`config.mk`:
```
export PLATFORM = sky130hd
export DESIGN_NAME = rtc_top
export DESIGN_NICKNAME = d
export VERILOG_FILES = /design/src/pkg/rtc_pkg.sv /design/src/pkg/rtc_tick_if.sv /design/src/rtl/rtc_top.sv /design/src/rtl/rtc_presc.sv
export VERILOG_INCLUDE_DIRS = /design/src /design/src/pkg
export SDC_FILE = /design/constraint.sdc
export NUM_CORES = 1
export LEC_CHECK = 0
export BUFFER_PORTS_ARGS = -buffer_cell sky130_fd_sc_hd__buf_2
export CORE_ASPECT_RATIO = 0.6
export CORE_UTILIZATION = 30
export DETAILED_ROUTE_END_ITERATION = 10
export GPL_TIMING_DRIVEN = 1
export HOLD_SLACK_MARGIN = 0.05
export SLEW_MARGIN = 20
export SYNTH_ARGS = -nofsm -noshare
export SYNTH_HDL_FRONTEND = slang
export SYNTH_HIERARCHICAL = 1
export SYNTH_SLANG_ARGS = --single-unit
export TNS_END_PERCENT = 1
```
`constraint.sdc`:
```
create_clock -name clk -period 9.1 [get_ports clk]
set_clock_uncertainty 0.2 [all_clocks]
set_input_delay 1.82 -clock clk [delete_from_list [all_inputs] [get_ports clk]]
set_output_delay 1.82 -clock clk [all_outputs]
set_load 0.01 [all_outputs]
```
`src/pkg/rtc_regs.svh`:
```
`ifndef RTC_REGS_SVH
`define RTC_REGS_SVH

// Crystal and tick rates in hertz.
`define RTC_XTAL_HZ 32768
`define RTC_TICK_HZ 1
// Crystal edges per one-second tick.
`define RTC_PRESC_DIV (`RTC_XTAL_HZ / `RTC_TICK_HZ)

// Last value of each timekeeping field before it wraps.
`define RTC_SEC_LAST 6'h3b
`define RTC_MIN_LAST 6'h3b
`define RTC_HOUR_LAST 5'h17
`define RTC_DAY_LAST 15'h7fff

// Reset values of the counters and of the stopwatch.
`define RTC_TIME_RST 15'h0000
`define RTC_SW_RST 16'h0000
`define RTC_FLAGS_RST 7'h00

// Event and flag bit positions.
`define RTC_EV_SEC 0
`define RTC_EV_MIN 1
`define RTC_EV_HOUR 2
`define RTC_EV_DAY 3
`define RTC_EV_ALM1 4
`define RTC_EV_ALM2 5
`define RTC_EV_SW 6
`define RTC_EV_NUM 7

`endif

```
`src/pkg/rtc_pkg.sv`:
```
package rtc_pkg;

  typedef logic [5:0] rtc_sec_t;
  typedef logic [4:0] rtc_hour_t;
  typedef logic [14:0] rtc_day_t;
  typedef logic [15:0] rtc_sw_t;
  typedef logic [6:0] rtc_ev_t;

  // Stopwatch state, one-hot.
  typedef enum logic [2:0] {
    RTC_SW_IDLE = 3'b001,
    RTC_SW_RUN = 3'b010,
    RTC_SW_DONE = 3'b100
  } rtc_sw_state_t;

endpackage : rtc_pkg

```
`src/pkg/rtc_tick_if.sv`:
```
`timescale 1ns/1ns

// Carries the one-second tick from the prescaler and its restart request back.
interface rtc_tick_if;
  logic tick;
  logic presc_clr;
  modport presc (output tick, input presc_clr);
  modport core (input tick, output presc_clr);
endinterface : rtc_tick_if

```
`src/rtl/rtc_top.sv`:
```
`timescale 1ns/1ns
`include "rtc_regs.svh"

module rtc_top #(
  parameter int unsigned PRESC_DIV = `RTC_PRESC_DIV
) (
  // Always-on clock and reset.
  input wire logic clk,
  input wire logic rst_n,
  // Crystal pin.
  input wire logic xtal,
  // Time load.
  input wire logic time_wr,
  input wire rtc_pkg::rtc_day_t time_day,
  input wire rtc_pkg::rtc_hour_t time_hour,
  input wire rtc_pkg::rtc_sec_t time_min,
  input wire rtc_pkg::rtc_sec_t time_sec,
  // Alarm load and enables.
  input wire logic alarm_wr,
  input wire rtc_pkg::rtc_day_t alarm_day,
  input wire rtc_pkg::rtc_hour_t alarm_hour,
  input wire rtc_pkg::rtc_sec_t alarm_min,
  input wire rtc_pkg::rtc_sec_t alarm_sec,
  input wire logic [1:0] alarm_en,
  // Stopwatch control.
  input wire logic sw_wr,
  input wire rtc_pkg::rtc_sw_t sw_value,
  input wire logic sw_en,
  // Flag control.
  input wire rtc_pkg::rtc_ev_t irq_en,
  input wire rtc_pkg::rtc_ev_t wake_en,
  input wire rtc_pkg::rtc_ev_t stat_clr,
  // Current state.
  output rtc_pkg::rtc_day_t cur_day,
  output rtc_pkg::rtc_hour_t cur_hour,
  output rtc_pkg::rtc_sec_t cur_min,
  output rtc_pkg::rtc_sec_t cur_sec,
  output rtc_pkg::rtc_sw_t sw_count,
  output rtc_pkg::rtc_ev_t stat_flags,
  output logic irq,
  output logic wake_req
);
  import rtc_pkg::*;

  // Wraps at the last value, otherwise counts up by one.
  function automatic logic [14:0] rtc_step(input logic [14:0] v, input logic [14:0] last);
    return (v == last) ? 15'h0000 : v + 15'h0001;
  endfunction : rtc_step

  rtc_tick_if tk ();

  rtc_sec_t sec_q, min_q, sec_n, min_n;
  rtc_hour_t hour_q, hour_n;
  rtc_day_t day_q, day_n;
  rtc_day_t al_day_q;
  rtc_hour_t al_hour_q;
  rtc_sec_t al_min_q, al_sec_q;
  rtc_sw_t sw_q;
  rtc_sw_state_t sw_st_q, sw_st_d;
  rtc_ev_t flags_q, flags_d, ev;
  logic irq_q, wake_q, presc_clr_q;
  logic adv, sec_wrap, min_wrap, hour_wrap, day_wrap;
  logic alm1_hit, alm2_hit, sw_uf;

  // The whole block lives on the always-on clock; no system clock reaches it.
  rtc_presc #(.DIV(PRESC_DIV)) u_presc (
    .clk(clk),
    .rst_n(rst_n),
    .xtal(xtal),
    .tk(tk.presc)
  );

  // Carry chain; a load in the same cycle takes priority over the tick.
  // A tick launched by the prescaler on the load edge arrives one cycle later.
  // It is dropped as well, because it would otherwise step the freshly loaded value.
  assign adv = tk.tick & ~time_wr & ~presc_clr_q;
  assign sec_wrap = adv && (sec_q == `RTC_SEC_LAST);
  assign min_wrap = sec_wrap && (min_q == `RTC_MIN_LAST);
  assign hour_wrap = min_wrap && (hour_q == `RTC_HOUR_LAST);
  assign day_wrap = hour_wrap && (day_q == `RTC_DAY_LAST);
  assign sec_n = adv ? 6'(rtc_step(15'(sec_q), 15'(`RTC_SEC_LAST))) : sec_q;
  assign min_n = sec_wrap ? 6'(rtc_step(15'(min_q), 15'(`RTC_MIN_LAST))) : min_q;
  assign hour_n = min_wrap ? 5'(rtc_step(15'(hour_q), 15'(`RTC_HOUR_LAST))) : hour_q;
  assign day_n = hour_wrap ? rtc_step(day_q, `RTC_DAY_LAST) : day_q;

  // Alarms compare the values that the tick is about to produce.
  assign alm1_hit = adv && alarm_en[0] && sec_n == al_sec_q && min_n == al_min_q && hour_n == al_hour_q;
  assign alm2_hit = adv && alarm_en[1] && sec_n == al_sec_q && min_n == al_min_q && hour_n == al_hour_q
                    && day_n == al_day_q;
  assign sw_uf = tk.tick && !sw_wr && (sw_st_q == RTC_SW_RUN) && sw_en && (sw_q == `RTC_SW_RST);

  // Event vector; the per-second source fires on every advance.
  assign ev[`RTC_EV_SEC] = adv;
  assign ev[`RTC_EV_MIN] = sec_wrap;
  assign ev[`RTC_EV_HOUR] = min_wrap;
  assign ev[`RTC_EV_DAY] = hour_wrap;
  assign ev[`RTC_EV_ALM1] = alm1_hit;
  assign ev[`RTC_EV_ALM2] = alm2_hit;
  assign ev[`RTC_EV_SW] = sw_uf;
  // A new event beats a clear arriving in the same cycle.
  assign flags_d = (flags_q & ~stat_clr) | ev;

  // Timekeeping counters and the prescaler restart on a time load.
  always_ff @(posedge clk) begin
    if (!rst_n) begin
      sec_q <= 6'h00;
      min_q <= 6'h00;
      hour_q <= 5'h00;
      day_q <= `RTC_TIME_RST;
      presc_clr_q <= 1'b0;
    end else begin
      presc_clr_q <= time_wr;
      sec_q <= time_wr ? time_sec : sec_n;
      min_q <= time_wr ? time_min : min_n;
      hour_q <= time_wr ? time_hour : hour_n;
      day_q <= time_wr ? time_day : day_n;
    end
  end

  assign tk.presc_clr = presc_clr_q;

  // Alarm value storage.
  always_ff @(posedge clk) begin
    if (!rst_n) begin
      al_sec_q <= 6'h00;
      al_min_q <= 6'h00;
      al_hour_q <= 5'h00;
      al_day_q <= `RTC_TIME_RST;
    end else if (alarm_wr) begin
      al_sec_q <= alarm_sec;
      al_min_q <= alarm_min;
      al_hour_q <= alarm_hour;
      al_day_q <= alarm_day;
    end
  end

  // Stopwatch state; after an underflow it rests at zero until reloaded.
  always_comb begin
    sw_st_d = sw_st_q;
    case (sw_st_q)
      RTC_SW_IDLE: if (sw_en) sw_st_d = RTC_SW_RUN;
      RTC_SW_RUN: begin
        if (!sw_en) sw_st_d = RTC_SW_IDLE;
        else if (sw_uf) sw_st_d = RTC_SW_DONE;
      end
      RTC_SW_DONE: if (!sw_en) sw_st_d = RTC_SW_IDLE;
      default: sw_st_d = RTC_SW_IDLE;
    endcase
    if (sw_wr) sw_st_d = sw_en ? RTC_SW_RUN : RTC_SW_IDLE;
  end

  always_ff @(posedge clk) begin
    if (!rst_n) begin
      sw_st_q <= RTC_SW_IDLE;
      sw_q <= `RTC_SW_RST;
    end else begin
      sw_st_q <= sw_st_d;
      if (sw_wr) begin
        sw_q <= sw_value;
      end else if (tk.tick && sw_st_q == RTC_SW_RUN && sw_en && sw_q != `RTC_SW_RST) begin
        sw_q <= sw_q - 16'h0001;
      end
    end
  end

  // Sticky flags and the two request outputs.
  always_ff @(posedge clk) begin
    if (!rst_n) begin
      flags_q <= `RTC_FLAGS_RST;
      irq_q <= 1'b0;
      wake_q <= 1'b0;
    end else begin
      flags_q <= flags_d;
      irq_q <= |(flags_d & irq_en);
      wake_q <= |(flags_d & wake_en);
    end
  end

  assign cur_sec = sec_q;
  assign cur_min = min_q;
  assign cur_hour = hour_q;
  assign cur_day = day_q;
  assign sw_count = sw_q;
  assign stat_flags = flags_q;
  assign irq = irq_q;
  assign wake_req = wake_q;
endmodule : rtc_top

```
`src/rtl/rtc_presc.sv`:
```
`timescale 1ns/1ns
`include "rtc_regs.svh"

module rtc_presc #(
  parameter int unsigned DIV = `RTC_PRESC_DIV
) (
  // Clock and reset.
  input wire logic clk,
  input wire logic rst_n,
  // Crystal level from the pin.
  input wire logic xtal,
  // Tick towards the counters.
  rtc_tick_if.presc tk
);
  import rtc_pkg::*;

  localparam logic [15:0] DIV_LAST = 16'(DIV - 1);

  logic s1_q, s2_q, s3_q, lvl_q, lvl_prev_q, tick_q;
  logic [15:0] cnt_q;
  logic xtal_rise;

  // Three-stage capture; the level is accepted only while the last two agree.
  always_ff @(posedge clk) begin
    if (!rst_n) begin
      s1_q <= 1'b0;
      s2_q <= 1'b0;
      s3_q <= 1'b0;
      lvl_q <= 1'b0;
      lvl_prev_q <= 1'b0;
    end else begin
      s1_q <= xtal;
      s2_q <= s1_q;
      s3_q <= s2_q;
      if (s2_q == s3_q) begin
        lvl_q <= s3_q;
      end
      lvl_prev_q <= lvl_q;
    end
  end

  assign xtal_rise = lvl_q & ~lvl_prev_q;

  // Counts crystal edges; a restart keeps a freshly written second whole.
  always_ff @(posedge clk) begin
    if (!rst_n || tk.presc_clr) begin
      cnt_q <= 16'h0000;
      tick_q <= 1'b0;
    end else begin
      tick_q <= xtal_rise && (cnt_q == DIV_LAST);
      if (xtal_rise) begin
        cnt_q <= (cnt_q == DIV_LAST) ? 16'h0000 : cnt_q + 16'h0001;
      end
    end
  end

  assign tk.tick = tick_q;
endmodule : rtc_presc

```
# Word-level counts from Yosys, hierarchy flattened
# Cells that the tools add are included.
[totals]
ff_bits = 115
input_bits = 110
output_inout_bits = 57
elab_cells = 105
[op_classes]
add_sub_neg = 6
n_eq_ne = 16
mux = 22
n_bitwise = 11
reduce_logical = 29
[op_table]
columns = ["cell", "n"]
rows = [
  ["16-bit 2-to-1 mux", 3],
  ["15-bit 2-to-1 mux", 3],
  ["6-bit 2-to-1 mux", 6],
  ["7-bit AND", 3],
  ["1-bit logical AND", 20],
  ["16-bit by 1-bit adder with 16-bit output (second input constant)", 1],
  ["16-bit by 15-bit equality test with 1-bit output (second input constant)", 1],
  ["16-bit zero test", 1],
  ["16-bit nonzero test", 1],
  ["16-bit by 1-bit subtractor with 16-bit output (second input constant)", 1],
  ["15-bit by 1-bit adder with 15-bit output (second input constant)", 1],
  ["15-bit equality test", 1],
  ["15-bit equality test (second input constant)", 1],
  ["3-bit 2-to-1 mux", 5],
  ["5-bit 2-to-1 mux", 3],
  ["7-bit OR reduction", 2],
  ["6-bit by 1-bit adder with 6-bit output (second input constant)", 2],
  ["6-bit equality test", 2],
  ["6-bit equality test (second input constant)", 2],
  ["3-bit case mux with 3 select lines", 1],
  ["7-bit NOT", 1],
  ["7-bit OR", 1],
  ["3-bit != test (second input constant)", 2],
  ["5-bit by 1-bit adder with 5-bit output (second input constant)", 1],
  ["other kinds (14)", 19],
]

# Depth between registers and ports, before layout
# Gate-level depths: netlist of the first run.
[logic_depth]
word_depth = 12
ltp_mapped = 12
depth_no_buf = 10

# Hierarchy
# Netlist of the first run, hierarchy kept.
[by_module_without_submodules]
columns = ["mod", "n_inst", "cells_per_inst", "area_each_um2", "seq_area_each_um2"]
rows = [
  ["rtc_top", 1, 743, 5864.4, 1861.8],
  ["rtc_presc", 1, 96, 925.9, 440.4],
]

# Worst setup path after synthesis of the first run
# Ideal clock, no wire load.
[synth_timing]
path_type = "input port to flip-flop"
from = "input time_wr"
to = "register irq_q, in the netlist irq"
setup_time_ps = 67
arrival_ps = 4316
t_required_ps = 8833
path_slack_ps = 4517
path_stages = 11
n_path_buf = 3
cell_sequence = "buf_6 > nand4bb_4 > buf_6 > nor4_4 > buf_4 > nand2_4 > o32a_1 > a22o_1 > or4_1 > or3_4 > o21ai_2"
[synth_via]
elab_chain_cells = 12
word_cells_on_any_way = 26
cone_classes = "4 x eq/ne; 4 x mux; 5 x bitwise; 13 x reduce/logical"
[synth_lines]
columns = ["element", "line", "rtl"]
rows = [
  ["from (decl)", "rtc_top.sv:13", "input wire logic time_wr,"],
  ["1-bit NOT (*)", "rtc_top.sv:76", "assign adv = tk.tick & ~time_wr & ~presc_clr_q;"],
  ["1-bit AND (*) (2 in series)", "rtc_top.sv:76", ""],
  ["1-bit logical AND / 6-bit 2-to-1 mux (equally long branches)", "rtc_top.sv:77, rtc_top.sv:81", ""],
  ["1-bit logical AND, or another cell as far along", "rtc_top.sv:78", "assign min_wrap = sec_wrap && (min_q == `RTC_MIN_LAST);"],
  ["1-bit logical AND, or another cell as far along", "rtc_top.sv:79", "assign hour_wrap = min_wrap && (hour_q == `RTC_HOUR_LAST);"],
  ["15-bit 2-to-1 mux, or another cell as far along", "rtc_top.sv:84", "assign day_n = hour_wrap ? rtc_step(day_q, `RTC_DAY_LAST) : day_q;"],
  ["15-bit equality test / 1-bit logical AND (equally long branches)", "rtc_top.sv:89, rtc_top.sv:88", ""],
  ["1-bit logical AND", "rtc_top.sv:89", "&& day_n == al_day_q;"],
  ["7-bit OR (*)", "rtc_top.sv:101", "assign flags_d = (flags_q & ~stat_clr) | ev;"],
  ["7-bit AND (*)", "rtc_top.sv:174", "irq_q <= |(flags_d & irq_en);"],
  ["7-bit OR reduction (*)", "rtc_top.sv:174", ""],
  ["to (signal assigned)", "rtc_top.sv:174", ""],
  ["to (decl)", "rtc_top.sv:61", "logic irq_q, wake_q, presc_clr_q;"],
]
# Every way passes the cells marked *; elsewhere a longest branch is shown, timed or not.
# A chain may end at the register's enable or synchronous reset.

# Worst setup path after layout of the first run
# Ends and elaborated chain as after synthesis.

==> flow_metrics.env, run 1 <==
export IMPL_outcome="completed"
export IMPL_start_kind="input port"
export IMPL_syn_nets=955
export IMPL_route_detailed_drc=0
export IMPL_synth_edff_count=0
export IMPL_gp_congestion=0.8757
export IMPL_cts_resized_gates=0
export IMPL_cts_root_buf="clkbuf_16"
export IMPL_finalSetupViolCount=0
export IMPL_grt_pass1_wl_um=36520
export IMPL_postLayoutCoreUtil_pct=38.24
export IMPL_drt_initial_drc_count=581
export IMPL_grt_max_degree=62
export IMPL_timing_hold_ws_ns=0.2403
export IMPL_worstSkewPairLatency_ns=0.42
export IMPL_hpwl_um=17420
export IMPL_h_tree_depth=4
export IMPL_power_density_nw_per_um2=183.3
export IMPL_cts_buffers=17
export IMPL_worstMarginPinSlew_ns=1.047
export IMPL_final_cell_mix="buf_2 (166), nor2_1 (117), dfxtp_1 (115)"
export IMPL_syn_avg_cell_area_um2=8.093
export IMPL_cts_setup_buffers=0
export IMPL_tns_ns=0
export IMPL_wl_met3_um=2319
export IMPL_wl_per_cell_um=18.27
export IMPL_worstPathCellList="buf_2 > and4bb_2 > nand2_1 > or4b_2 > a2111oi_2 > nand4_1 > nor4_1 > a2bb2oi_1 > o21ai_2"
export IMPL_vias_per_cell=5.362
export IMPL_finalMaxSlewViolations=0
export IMPL_fmax_mhz=196.3
export IMPL_cts_hold_repair_buffers=0
export IMPL_final_common_cell="buf_2"
export IMPL_async_reset_ff_share_pct=0
export IMPL_clk_path_buf_depth=2
export IMPL_vias=6928
export IMPL_end_kind="flip-flop"
export IMPL_num_fill_cells=2298
export IMPL_port_buffers=166
export IMPL_ys_ff_latch=115
export IMPL_dr_pass1_iters=7
export IMPL_ys_warn_count=6
export IMPL_cts_tree="done"
export IMPL_cts_sinks=115
export IMPL_critical_path_class="input port to flip-flop"
export IMPL_crit_family="simple AND/OR/NAND/NOR gates"
export IMPL_drt_met1_wl_um=12260
export IMPL_crit_slowest_cell="or4b_2"
export IMPL_dieWidth_um=196.2
export IMPL_wl_met2_um=8845
export IMPL_top_layer_used="met4"
export IMPL_synth_area_top_cells="dfxtp_1 (34%), mux2i_1 (6.6%), nor2_1 (6.5%), a21oi_1 (5.0%), o21ai_0 (3.2%)"
export IMPL_max_vdd_ir_drop_v=0.0001295
export IMPL_final_layout_size_suffix_gt1_share_pct=24.52
export IMPL_synth_area_um2=6790
export IMPL_relSlewSlack_pct=30.22
export IMPL_grt_pass1_vias=6288
export IMPL_min_period_ns=5.094
export IMPL_grt_ovfl_total=0
export IMPL_placementRows=42
export IMPL_core_area_um2=22120
export IMPL_synth_cells=839
export IMPL_die_y_um=118.5
export IMPL_clk_pin_slew_worst_paths_ns=0.06
export IMPL_area_growth_pct=24.58
export IMPL_hold_viol_final=0
export IMPL_hp_class="flip-flop to flip-flop"
export IMPL_max_stage_delay_ns=0.80
export IMPL_die_area_um2=23260
export IMPL_period_share_pct=55.98
export IMPL_p_leak_uw=0.003510
export IMPL_cap_violations=0
export IMPL_netlist_cell_type_count=85
export IMPL_yosysSeqAreaShare_pct=33.90
export IMPL_required_ns=9.26
export IMPL_cp_num_buf_inv=1
export IMPL_yosys_area_top_type="dfxtp_1"
export IMPL_antenna_found_initial=0
export IMPL_layout_nets=1086
export IMPL_crit_arrival_ns=5.25
export IMPL_path_max_fanout=37
export IMPL_rsz0062_at_grt="no"
export IMPL_synth_top_area_share_pct=33.90
export IMPL_synth_ff_type="dfxtp_1"
export IMPL_grt_total_usage_pct=20.50
export IMPL_initial_utilization_pct=30.69
export IMPL_ant_nets=0
export IMPL_ios=167
export IMPL_routed_wl_um=23600
where the power goes:
group | switching (uW) | internal, uW | leakage, uW
Sequential | 41.0 | 529 | 0.000944
Clock | 256 | 527 | 0.000325
Combinational | 108 | 89.5 | 0.00224
cell usage after synthesis, types with 3 or more instances:
master     instances
nor3b_1            3
nor2_1           117
a31oi_1            3
nor3_1            18
and3_1             4
a41oi_1            3
o31a_1             4
nor4_1            21
buf_4              3
mux2i_1           45
o21ai_0           44
xor2_1            22
ha_1               6
nand2b_1           9
and2_1            19
o211ai_1           5
or2_2             11
nand3_1           22
and3b_1            3
nand2_1           44
o31ai_1            6
a21oi_1           68
nor2b_1           14
dfxtp_1          115
o21ai_2            3
or3_1             12
o22ai_1            3
a211oi_1          11
nand4_1           17
o311ai_0           3
buf_1              8
buf_2              9
o211a_1            4
a32o_1             3
or4_1              8
nand4b_1           5
o2111ai_1          4
a221oi_1           3
and4b_1            5
xnor2_1           13
clkbuf_1          34
o221ai_1           3
inv_1             22
path summary, 6_finish.rpt:
check             cells after the start            to  slack (ns)         start
setup / recovery                      9           irq        4.01       time_wr
hold / removal                        1  u_presc/s2_q        0.24  u_presc/s1_q
setup reg to reg                      9           irq        4.95    cur_sec[0]
hold reg to reg                       1  u_presc/s2_q        0.24  u_presc/s1_q
metal layers:
| layer | vias up | global-route usage, % |
|---|---|---|
| met1 | 3249 | 32.26 |
| li1 | 3335 | - |
| met5 | - | 0 |
| met3 | 16 | 6.935 |
| met2 | 328 | 25.76 |
| met4 | 0 | 4.248 |
through the flow:
step / setup WS [ns] / power [uW] / instance area (um2) / instances
2_1_floorplan: 4.517 / 694.0 / 6790 / 839
3_3_place_gp: 3.704 / 774.0 / 7774 / 1259
3_5_place_dp: 3.669 / 774.3 / 7774 / 1259
4_1_cts: 4.114 / 1561 / 8457 / 1291
5_1_grt: 3.824 / 1616 / 8457 / 1291
6_report: 4.006 / 1550 / 8459 / 1292
sequential cells by signal (all words and copies together) (netlist names), 3 cells and up:
register       flops
al_hour_q          5
sw_count          16
sw_st_q            3
stat_flags         7
cur_min            6
cur_hour           5
al_min_q           6
u_presc/cnt_q     16
al_day_q          15
al_sec_q           6
cur_day           15
cur_sec            6
layout make-up:
| cell class | instances | area (um2) | area share [%] |
|---|---|---|---|
| antenna | 1 | 2.502 | 0.02958 |
| inverter | 22 | 82.58 | 0.9762 |
| multi-input combinational | 646 | 4158 | 49.15 |
| timing repair buffer | 168 | 845.8 | 9.999 |
| tap | 308 | 385.4 | 4.556 |
| clock buffer | 19 | 452.9 | 5.354 |
| sequential | 115 | 2302 | 27.21 |
| clock inverter | 13 | 230.2 | 2.721 |
cells by family after synthesis:
kind of cell,synth area share (%)
compound gates,19.35
xor+xnor,4.846
fa+ha+maj,1.253
buf+inv,4.864
flops,33.90
mux,6.799
simple gates,28.98
Power figures use the tool's default switching activity.
==> run 2: changes to the inputs <==
--- a/config.mk
+++ b/config.mk
@@ -6,6 +6,7 @@
 export SDC_FILE = /design/constraint.sdc
 export NUM_CORES = 1
 export LEC_CHECK = 0
+export ABC_AREA = 1
 export BUFFER_PORTS_ARGS = -buffer_cell sky130_fd_sc_hd__buf_2
 export CORE_ASPECT_RATIO = 0.6
 export CORE_UTILIZATION = 30
==> constraint.sdc (replaced) <==
create_clock -name clk -period 4.7 [get_ports clk]
set_clock_uncertainty 0.2 [all_clocks]
set_input_delay 0.94 -clock clk [delete_from_list [all_inputs] [get_ports clk]]
set_output_delay 0.94 -clock clk [all_outputs]
set_load 0.01 [all_outputs]
==> flow_metrics.env, run 2 <==
export IMPL_dr_pass1_iters=5
export IMPL_finalMaxSlewViolations=0
export IMPL_die_y_um=117.5
export IMPL_vias_per_cell=4.801
export IMPL_rr_startpoint="cur_day[0]"
export IMPL_synth_cells=1043
export IMPL_ios=167
export IMPL_power_density_nw_per_um2=334.2
export IMPL_h_tree_depth=4
export IMPL_hold_start="u_presc/s1_q"
export IMPL_routed_wl_um=22150
export IMPL_grt_pass1_vias=6426
export IMPL_area_growth_pct=25.66
export IMPL_grt_total_usage_pct=19.59
export IMPL_dpl_cell_count=1465
export IMPL_final_layout_size_suffix_gt1_share_pct=20.85
export IMPL_synth_ff_type="dfxtp_1"
export IMPL_critical_path_class="flip-flop to flip-flop"
export IMPL_grt_max_degree=51
export IMPL_cts_hold_repair_buffers=0
export IMPL_rsz0062_at_grt="no"
export IMPL_grt_ovfl_total=0
export IMPL_required_ns=4.87
export IMPL_final_cell_mix="nand2_1 (307), buf_2 (166), inv_1 (133)"
export IMPL_clk_pin_slew_worst_paths_ns=0.06
export IMPL_drt_initial_drc_count=576
export IMPL_cts_setup_buffers=0
export IMPL_ys_warn_count=6
export IMPL_port_buffers=166
export IMPL_end_kind="flip-flop"
export IMPL_min_to="u_presc/s2_q"
export IMPL_p_leak_uw=0.004023
export IMPL_num_antenna_cells=0
export IMPL_synth_most_common_cell="nand2_1"
export IMPL_yosysSeqAreaShare_pct=34.51
export IMPL_whs_path_depth=2
export IMPL_synth_area_top_cells="dfxtp_1 (35%), nand2_1 (17%), inv_1 (7.6%), o21ai_0 (7.3%), nand3_1 (5.8%)"
export IMPL_wl_per_cell_um=14.80
export IMPL_path_max_fanout=8
export IMPL_r2r_setup_slack_ns=1.58
export IMPL_period_share_pct=66.49
export IMPL_min_period_ns=3.125
export IMPL_cts_buffers=17
export IMPL_async_reset_ff_share_pct=0
export IMPL_worstSkewPairLatency_ns=0.42
export IMPL_relSlewSlack_pct=30.65
export IMPL_hp_class="flip-flop to flip-flop"
export IMPL_cts_tree="done"
export IMPL_yosys_area_top_type="dfxtp_1"
export IMPL_worstMarginPinSlew_ns=1.034
export IMPL_core_area_um2=21390
export IMPL_start_kind="flip-flop"
export IMPL_cts_resized_gates=0
export IMPL_die_area_um2=22860
export IMPL_max_vdd_ir_drop_v=0.0002161
export IMPL_fin_cells=1497
export IMPL_placementRows=41
export IMPL_synth_edff_count=0
export IMPL_ff2ff_path_depth=19
export IMPL_synth_top_area_share_pct=34.51
export IMPL_syn_avg_cell_area_um2=6.396
export IMPL_antenna_found_initial=0
export IMPL_cts_sinks=115
export IMPL_gp_congestion=0.9557
export IMPL_cts_root_buf="clkbuf_16"
export IMPL_dieWidth_um=194.5
export IMPL_netlist_cell_type_count=49
export IMPL_fmax_mhz=320.0
export IMPL_final_common_cell="nand2_1"
export IMPL_hpwl_um=17070
export IMPL_synth_area_um2=6671
export IMPL_outcome="completed"
export IMPL_grt_pass1_wl_um=34680
export IMPL_initial_utilization_pct=31.19
export IMPL_clk_path_buf_depth=2
export IMPL_crit_arrival_ns=3.29
export IMPL_syn_nets=1159
export IMPL_layout_nets=1321
export IMPL_postLayoutCoreUtil_pct=39.19
export IMPL_hold_viol_final=0
export IMPL_worstReg2RegEnd="irq"
export IMPL_ant_nets=0
export IMPL_ys_ff_latch=115
export IMPL_timing_hold_ws_ns=0.2273
export IMPL_tns_ns=0
export IMPL_synthTopCellsByCount="nand2_1 (307), inv_1 (135), dfxtp_1 (115)"
export IMPL_finalSetupViolCount=0
export IMPL_cap_violations=0
export IMPL_vias=7187
export IMPL_num_fill_cells=2292
export IMPL_route_detailed_drc=0
[run 2: cell count changes after synthesis, moves of 15 or more]
cell | before | now
a21oi_1 | 68 | 44
nand2_1 | 44 | 307
nor2_2 | 1 | 16
and2_1 | 19 | 1
inv_1 | 22 | 135
mux2i_1 | 45 | 1
nor2_1 | 117 | 102
o21ai_0 | 44 | 97
nor4_1 | 21 | 1
nand3_1 | 22 | 77
[run 2: cell families after synthesis]
logic type	Yosys count	synth area share (%)
buffers and inverters	172	9.921
and+or+nand+nor	563	38.15
DFF	115	34.51
AOI/OAI and AO/OA	168	13.78
adders and majority gates	6	1.125
xor gates and xnor gates	18	2.363
muxes	1	0.1500
[run 2: per-layer routing]
metal / vias up / share of wire [%] / track usage [%]
met5: - / 0 / 0
met4: 0 / 1.1 / 5.258
met2: 286 / 38 / 25.54
met1: 3200 / 53 / 30.26
met3: 13 / 8.1 / 5.645
li1: 3688 / - / -
[run 2: layout make-up]
type | instances | area (um2) | area share (%)
multi-input cells | 756 | 3707 | 44.22
flip-flops and latches | 115 | 2302 | 27.46
repair buffers | 171 | 868.3 | 10.36
inverters | 144 | 540.5 | 6.448
clock buffers | 18 | 439.2 | 5.239
well taps | 279 | 349.1 | 4.164
clock inverters | 14 | 176.4 | 2.104
[run 2: stage by stage]
step	power (uW)	setup WS (ns)	area, um2
after global placement	1462	1.298	7767
final	2802	1.575	8383
after detailed placement	1464	1.260	7767
after floorplan	1308	2.043	6671
after CTS	2826	1.622	8383
after global routing	2931	1.280	8383
[run 2: worst max-delay path by stage]
stage | from | endpoint | cells past startpoint
global placement | time_wr | irq | 18
floorplan | time_wr | irq | 18
global route | cur_day[0] | wake_req | 19
finish | cur_day[0] | irq | 19
detailed placement | time_wr | wake_req | 18
CTS | cur_min[0] | irq | 17
[run 2: worst max-delay path: stages, from the launching register on]
cell and delay, ns:
dfxtp_1 0.49, ha_1 0.29, nand2_1 0.12, nor2_1 0.27, nand2_1 0.16, inv_1 0.10
nand2_1 0.22, nand2_1 0.13, nand2_1 0.07, nand2_1 0.11, nand2_1 0.06, nand2_1 0.06
nand3_1 0.08, nor2_1 0.18, nand2_1 0.07, nor2_1 0.08, nand2_1 0.13, nand2_1 0.11
nand3_1 0.06, nand2_1 0.08
[run 2: power breakdown]
| group | switching [uW] | leakage (uW) | total (uW) | internal, uW |
|---|---|---|---|---|
| Clock | 500 | 0.000291 | 1350 | 854 |
| Combinational | 225 | 0.00279 | 366 | 141 |
| Sequential | 55.9 | 0.000946 | 1080 | 1030 |
| Total | 781 | 0.00402 | 2800 | 2020 |
==> run 3: changes to the inputs <==
==> constraint.sdc (replaced) <==
create_clock -name clk -period 2.6 [get_ports clk]
set_clock_uncertainty 0.2 [all_clocks]
set_input_delay 0.52 -clock clk [delete_from_list [all_inputs] [get_ports clk]]
set_output_delay 0.52 -clock clk [all_outputs]
set_load 0.01 [all_outputs]
==> flow_metrics.env, run 3 (synthesized netlist as in run 2, its figures left out) <==
export IMPL_outcome="completed"
export IMPL_gp_congestion=0.9135
export IMPL_period_share_pct=94.81
export IMPL_die_area_um2=22860
export IMPL_required_ns=2.77
export IMPL_max_vdd_ir_drop_v=0.0004073
export IMPL_layout_nets=1396
export IMPL_core_area_um2=21390
export IMPL_cts_sinks=115
export IMPL_critical_path_class="flip-flop to flip-flop"
export IMPL_cts_buffers=17
export IMPL_final_cell_mix="nand2_1 (299), buf_2 (166), inv_1 (132)"
export IMPL_p_leak_uw=0.004422
export IMPL_grt_pass1_vias=6804
export IMPL_relSlewSlack_pct=26.60
export IMPL_clkPwrFrac_pct=48.6
export IMPL_tns_ns=0
export IMPL_dieWidth_um=194.5
export IMPL_grt_pass1_wl_um=37090
export IMPL_r2r_setup_slack_ns=0.13
export IMPL_p_seq_share_pct=36.8
export IMPL_hp_class="input port to flip-flop"
export IMPL_min_to="u_presc/s1_q"
export IMPL_hpwl_um=17950
export IMPL_grt_ovfl_total=0
export IMPL_ios=167
export IMPL_drt_initial_drc_count=647
export IMPL_grt_max_degree=57
export IMPL_end_kind="flip-flop"
export IMPL_grt_total_usage_pct=20.77
export IMPL_h_tree_depth=4
export IMPL_area_growth_pct=37.02
export IMPL_whs_path_depth=3
export IMPL_worstMarginPinSlew_ns=1.100
export IMPL_clk_pin_slew_worst_paths_ns=0.06
export IMPL_wl_per_cell_um=15.03
export IMPL_ant_nets=0
export IMPL_vias_per_cell=4.781
export IMPL_switching_share_pct=27.91
export IMPL_final_layout_size_suffix_gt1_share_pct=27.76
export IMPL_cts_tree="done"
export IMPL_finalSetupViolCount=0
export IMPL_routed_wl_um=23620
export IMPL_initial_utilization_pct=31.19
export IMPL_worstReg2RegEnd="irq"
export IMPL_clk_path_buf_depth=2
export IMPL_route_detailed_drc=0
export IMPL_final_common_cell="nand2_1"
export IMPL_die_y_um=117.5
export IMPL_switching_power_uw=1465
export IMPL_hold_viol_final=0
export IMPL_crit_arrival_ns=2.63
export IMPL_rr_startpoint="cur_sec[1]"
export IMPL_ff2ff_path_depth=16
export IMPL_dr_pass1_iters=7
export IMPL_min_period_ns=2.465
export IMPL_start_kind="flip-flop"
export IMPL_finalMaxSlewViolations=0
export IMPL_combPwrFrac_pct=14.6
export IMPL_hold_start="xtal"
export IMPL_vias=7515
export IMPL_worstSkewPairLatency_ns=0.42
export IMPL_rsz0062_at_grt="yes"
export IMPL_cts_root_buf="clkbuf_16"
export IMPL_path_max_fanout=5
export IMPL_port_buffers=166
export IMPL_timing_hold_ws_ns=0.08114
export IMPL_power_internal_uw=3784
export IMPL_antenna_found_initial=2
export IMPL_placementRows=41
export IMPL_fmax_mhz=405.7
export IMPL_cap_violations=0
export IMPL_power_density_nw_per_um2=574.3
export IMPL_num_antenna_cells=0
-- run 3: cell count changes in the layout (fill, tap and decap cells not counted), moves of 6 or more --
cell     previous run  this run
nand2_1           307       299
buf_4               5        72
nor2_1            102        93
dfxtp_1           115       109
dfxtp_2             0         6
nand2_2             7        15
nor2_2             16        23
-- run 3: how the worst max path moves through the flow --
stage | from | endpoint | slack, ns | depth (start not counted)
3_5_place_dp | time_wr | wake_req | -0.22 | 19
5_1_grt | cur_sec[1] | irq | -0.01 | 16
6_report | cur_sec[1] | irq | 0.13 | 16
4_1_cts | cur_min[0] | irq | 0.01 | 18
2_1_floorplan | cur_min[0] | irq | 0.23 | 18
3_3_place_gp | time_wr | irq | -0.21 | 19
-- run 3: final cells by class --
class | instances | area [um2]
clock buffers | 18 | 429.2
clock inverters | 14 | 200.2
fillers | 2263 | 12250
inverters | 144 | 544.3
multi-input cells | 758 | 3839
flip-flops and latches | 115 | 2310
well taps | 279 | 349.1
repair buffers | 243 | 1463
repair inverters | 1 | 7.507
-- run 3: power by group through the flow --
stage,clock [uW],sequential [uW],combinational (uW)
after floorplan,0,1980,380
after global placement,0,1970,730
after detailed placement,0,1970,732
after CTS,2600,1930,738
after global routing,2690,1940,862
final,2550,1930,765
-- run 3: layer usage --
metal | GRT usage [%] | vias to the layer above | part of all wire (%)
met1 | 31.97 | 3350 | 51
met4 | 4.613 | 2 | 0.79
li1 | - | 3831 | -
met3 | 5.874 | 12 | 10
met2 | 27.73 | 320 | 38
met5 | 0 | - | 0.055
-- run 3: repair_timing --
item                       CTS  global route
buffers inserted             0            13
hold buffers                 0             0
cloned                       0             3
setup endpoints to repair    3            11
pin swaps                    0            20
gates resized for setup      3            41
-- run 3: through the flow --
stage / worst slack [ns] / cells / utilization, % / total power, uW / area, um2
final: 0.1349 / 1572 / 42.73 / 5249 / 9141
after global placement: -0.2072 / 1524 / 38.62 / 2696 / 8260
after global routing: -0.01168 / 1572 / 42.73 / 5496 / 9141
after floorplan: 0.2265 / 1043 / - / 2365 / 6671
after CTS: 0.01003 / 1556 / 41.62 / 5264 / 8902
after detailed placement: -0.2171 / 1524 / 38.62 / 2697 / 8260
-- run 3: critical path, cell delays in order, from the launching register on --
cell and delay [ns]:
dfxtp_2 0.35, ha_4 0.15, nand4_1 0.13, nor2_2 0.21, buf_6 0.14, o21ai_0 0.08
nand2_1 0.09, xor2_1 0.16, nand3_1 0.10, nor2_2 0.20, buf_4 0.17, inv_1 0.05
nor2_1 0.09, nand2_1 0.07, nand2_1 0.09, nand3_1 0.07, nand2_1 0.07
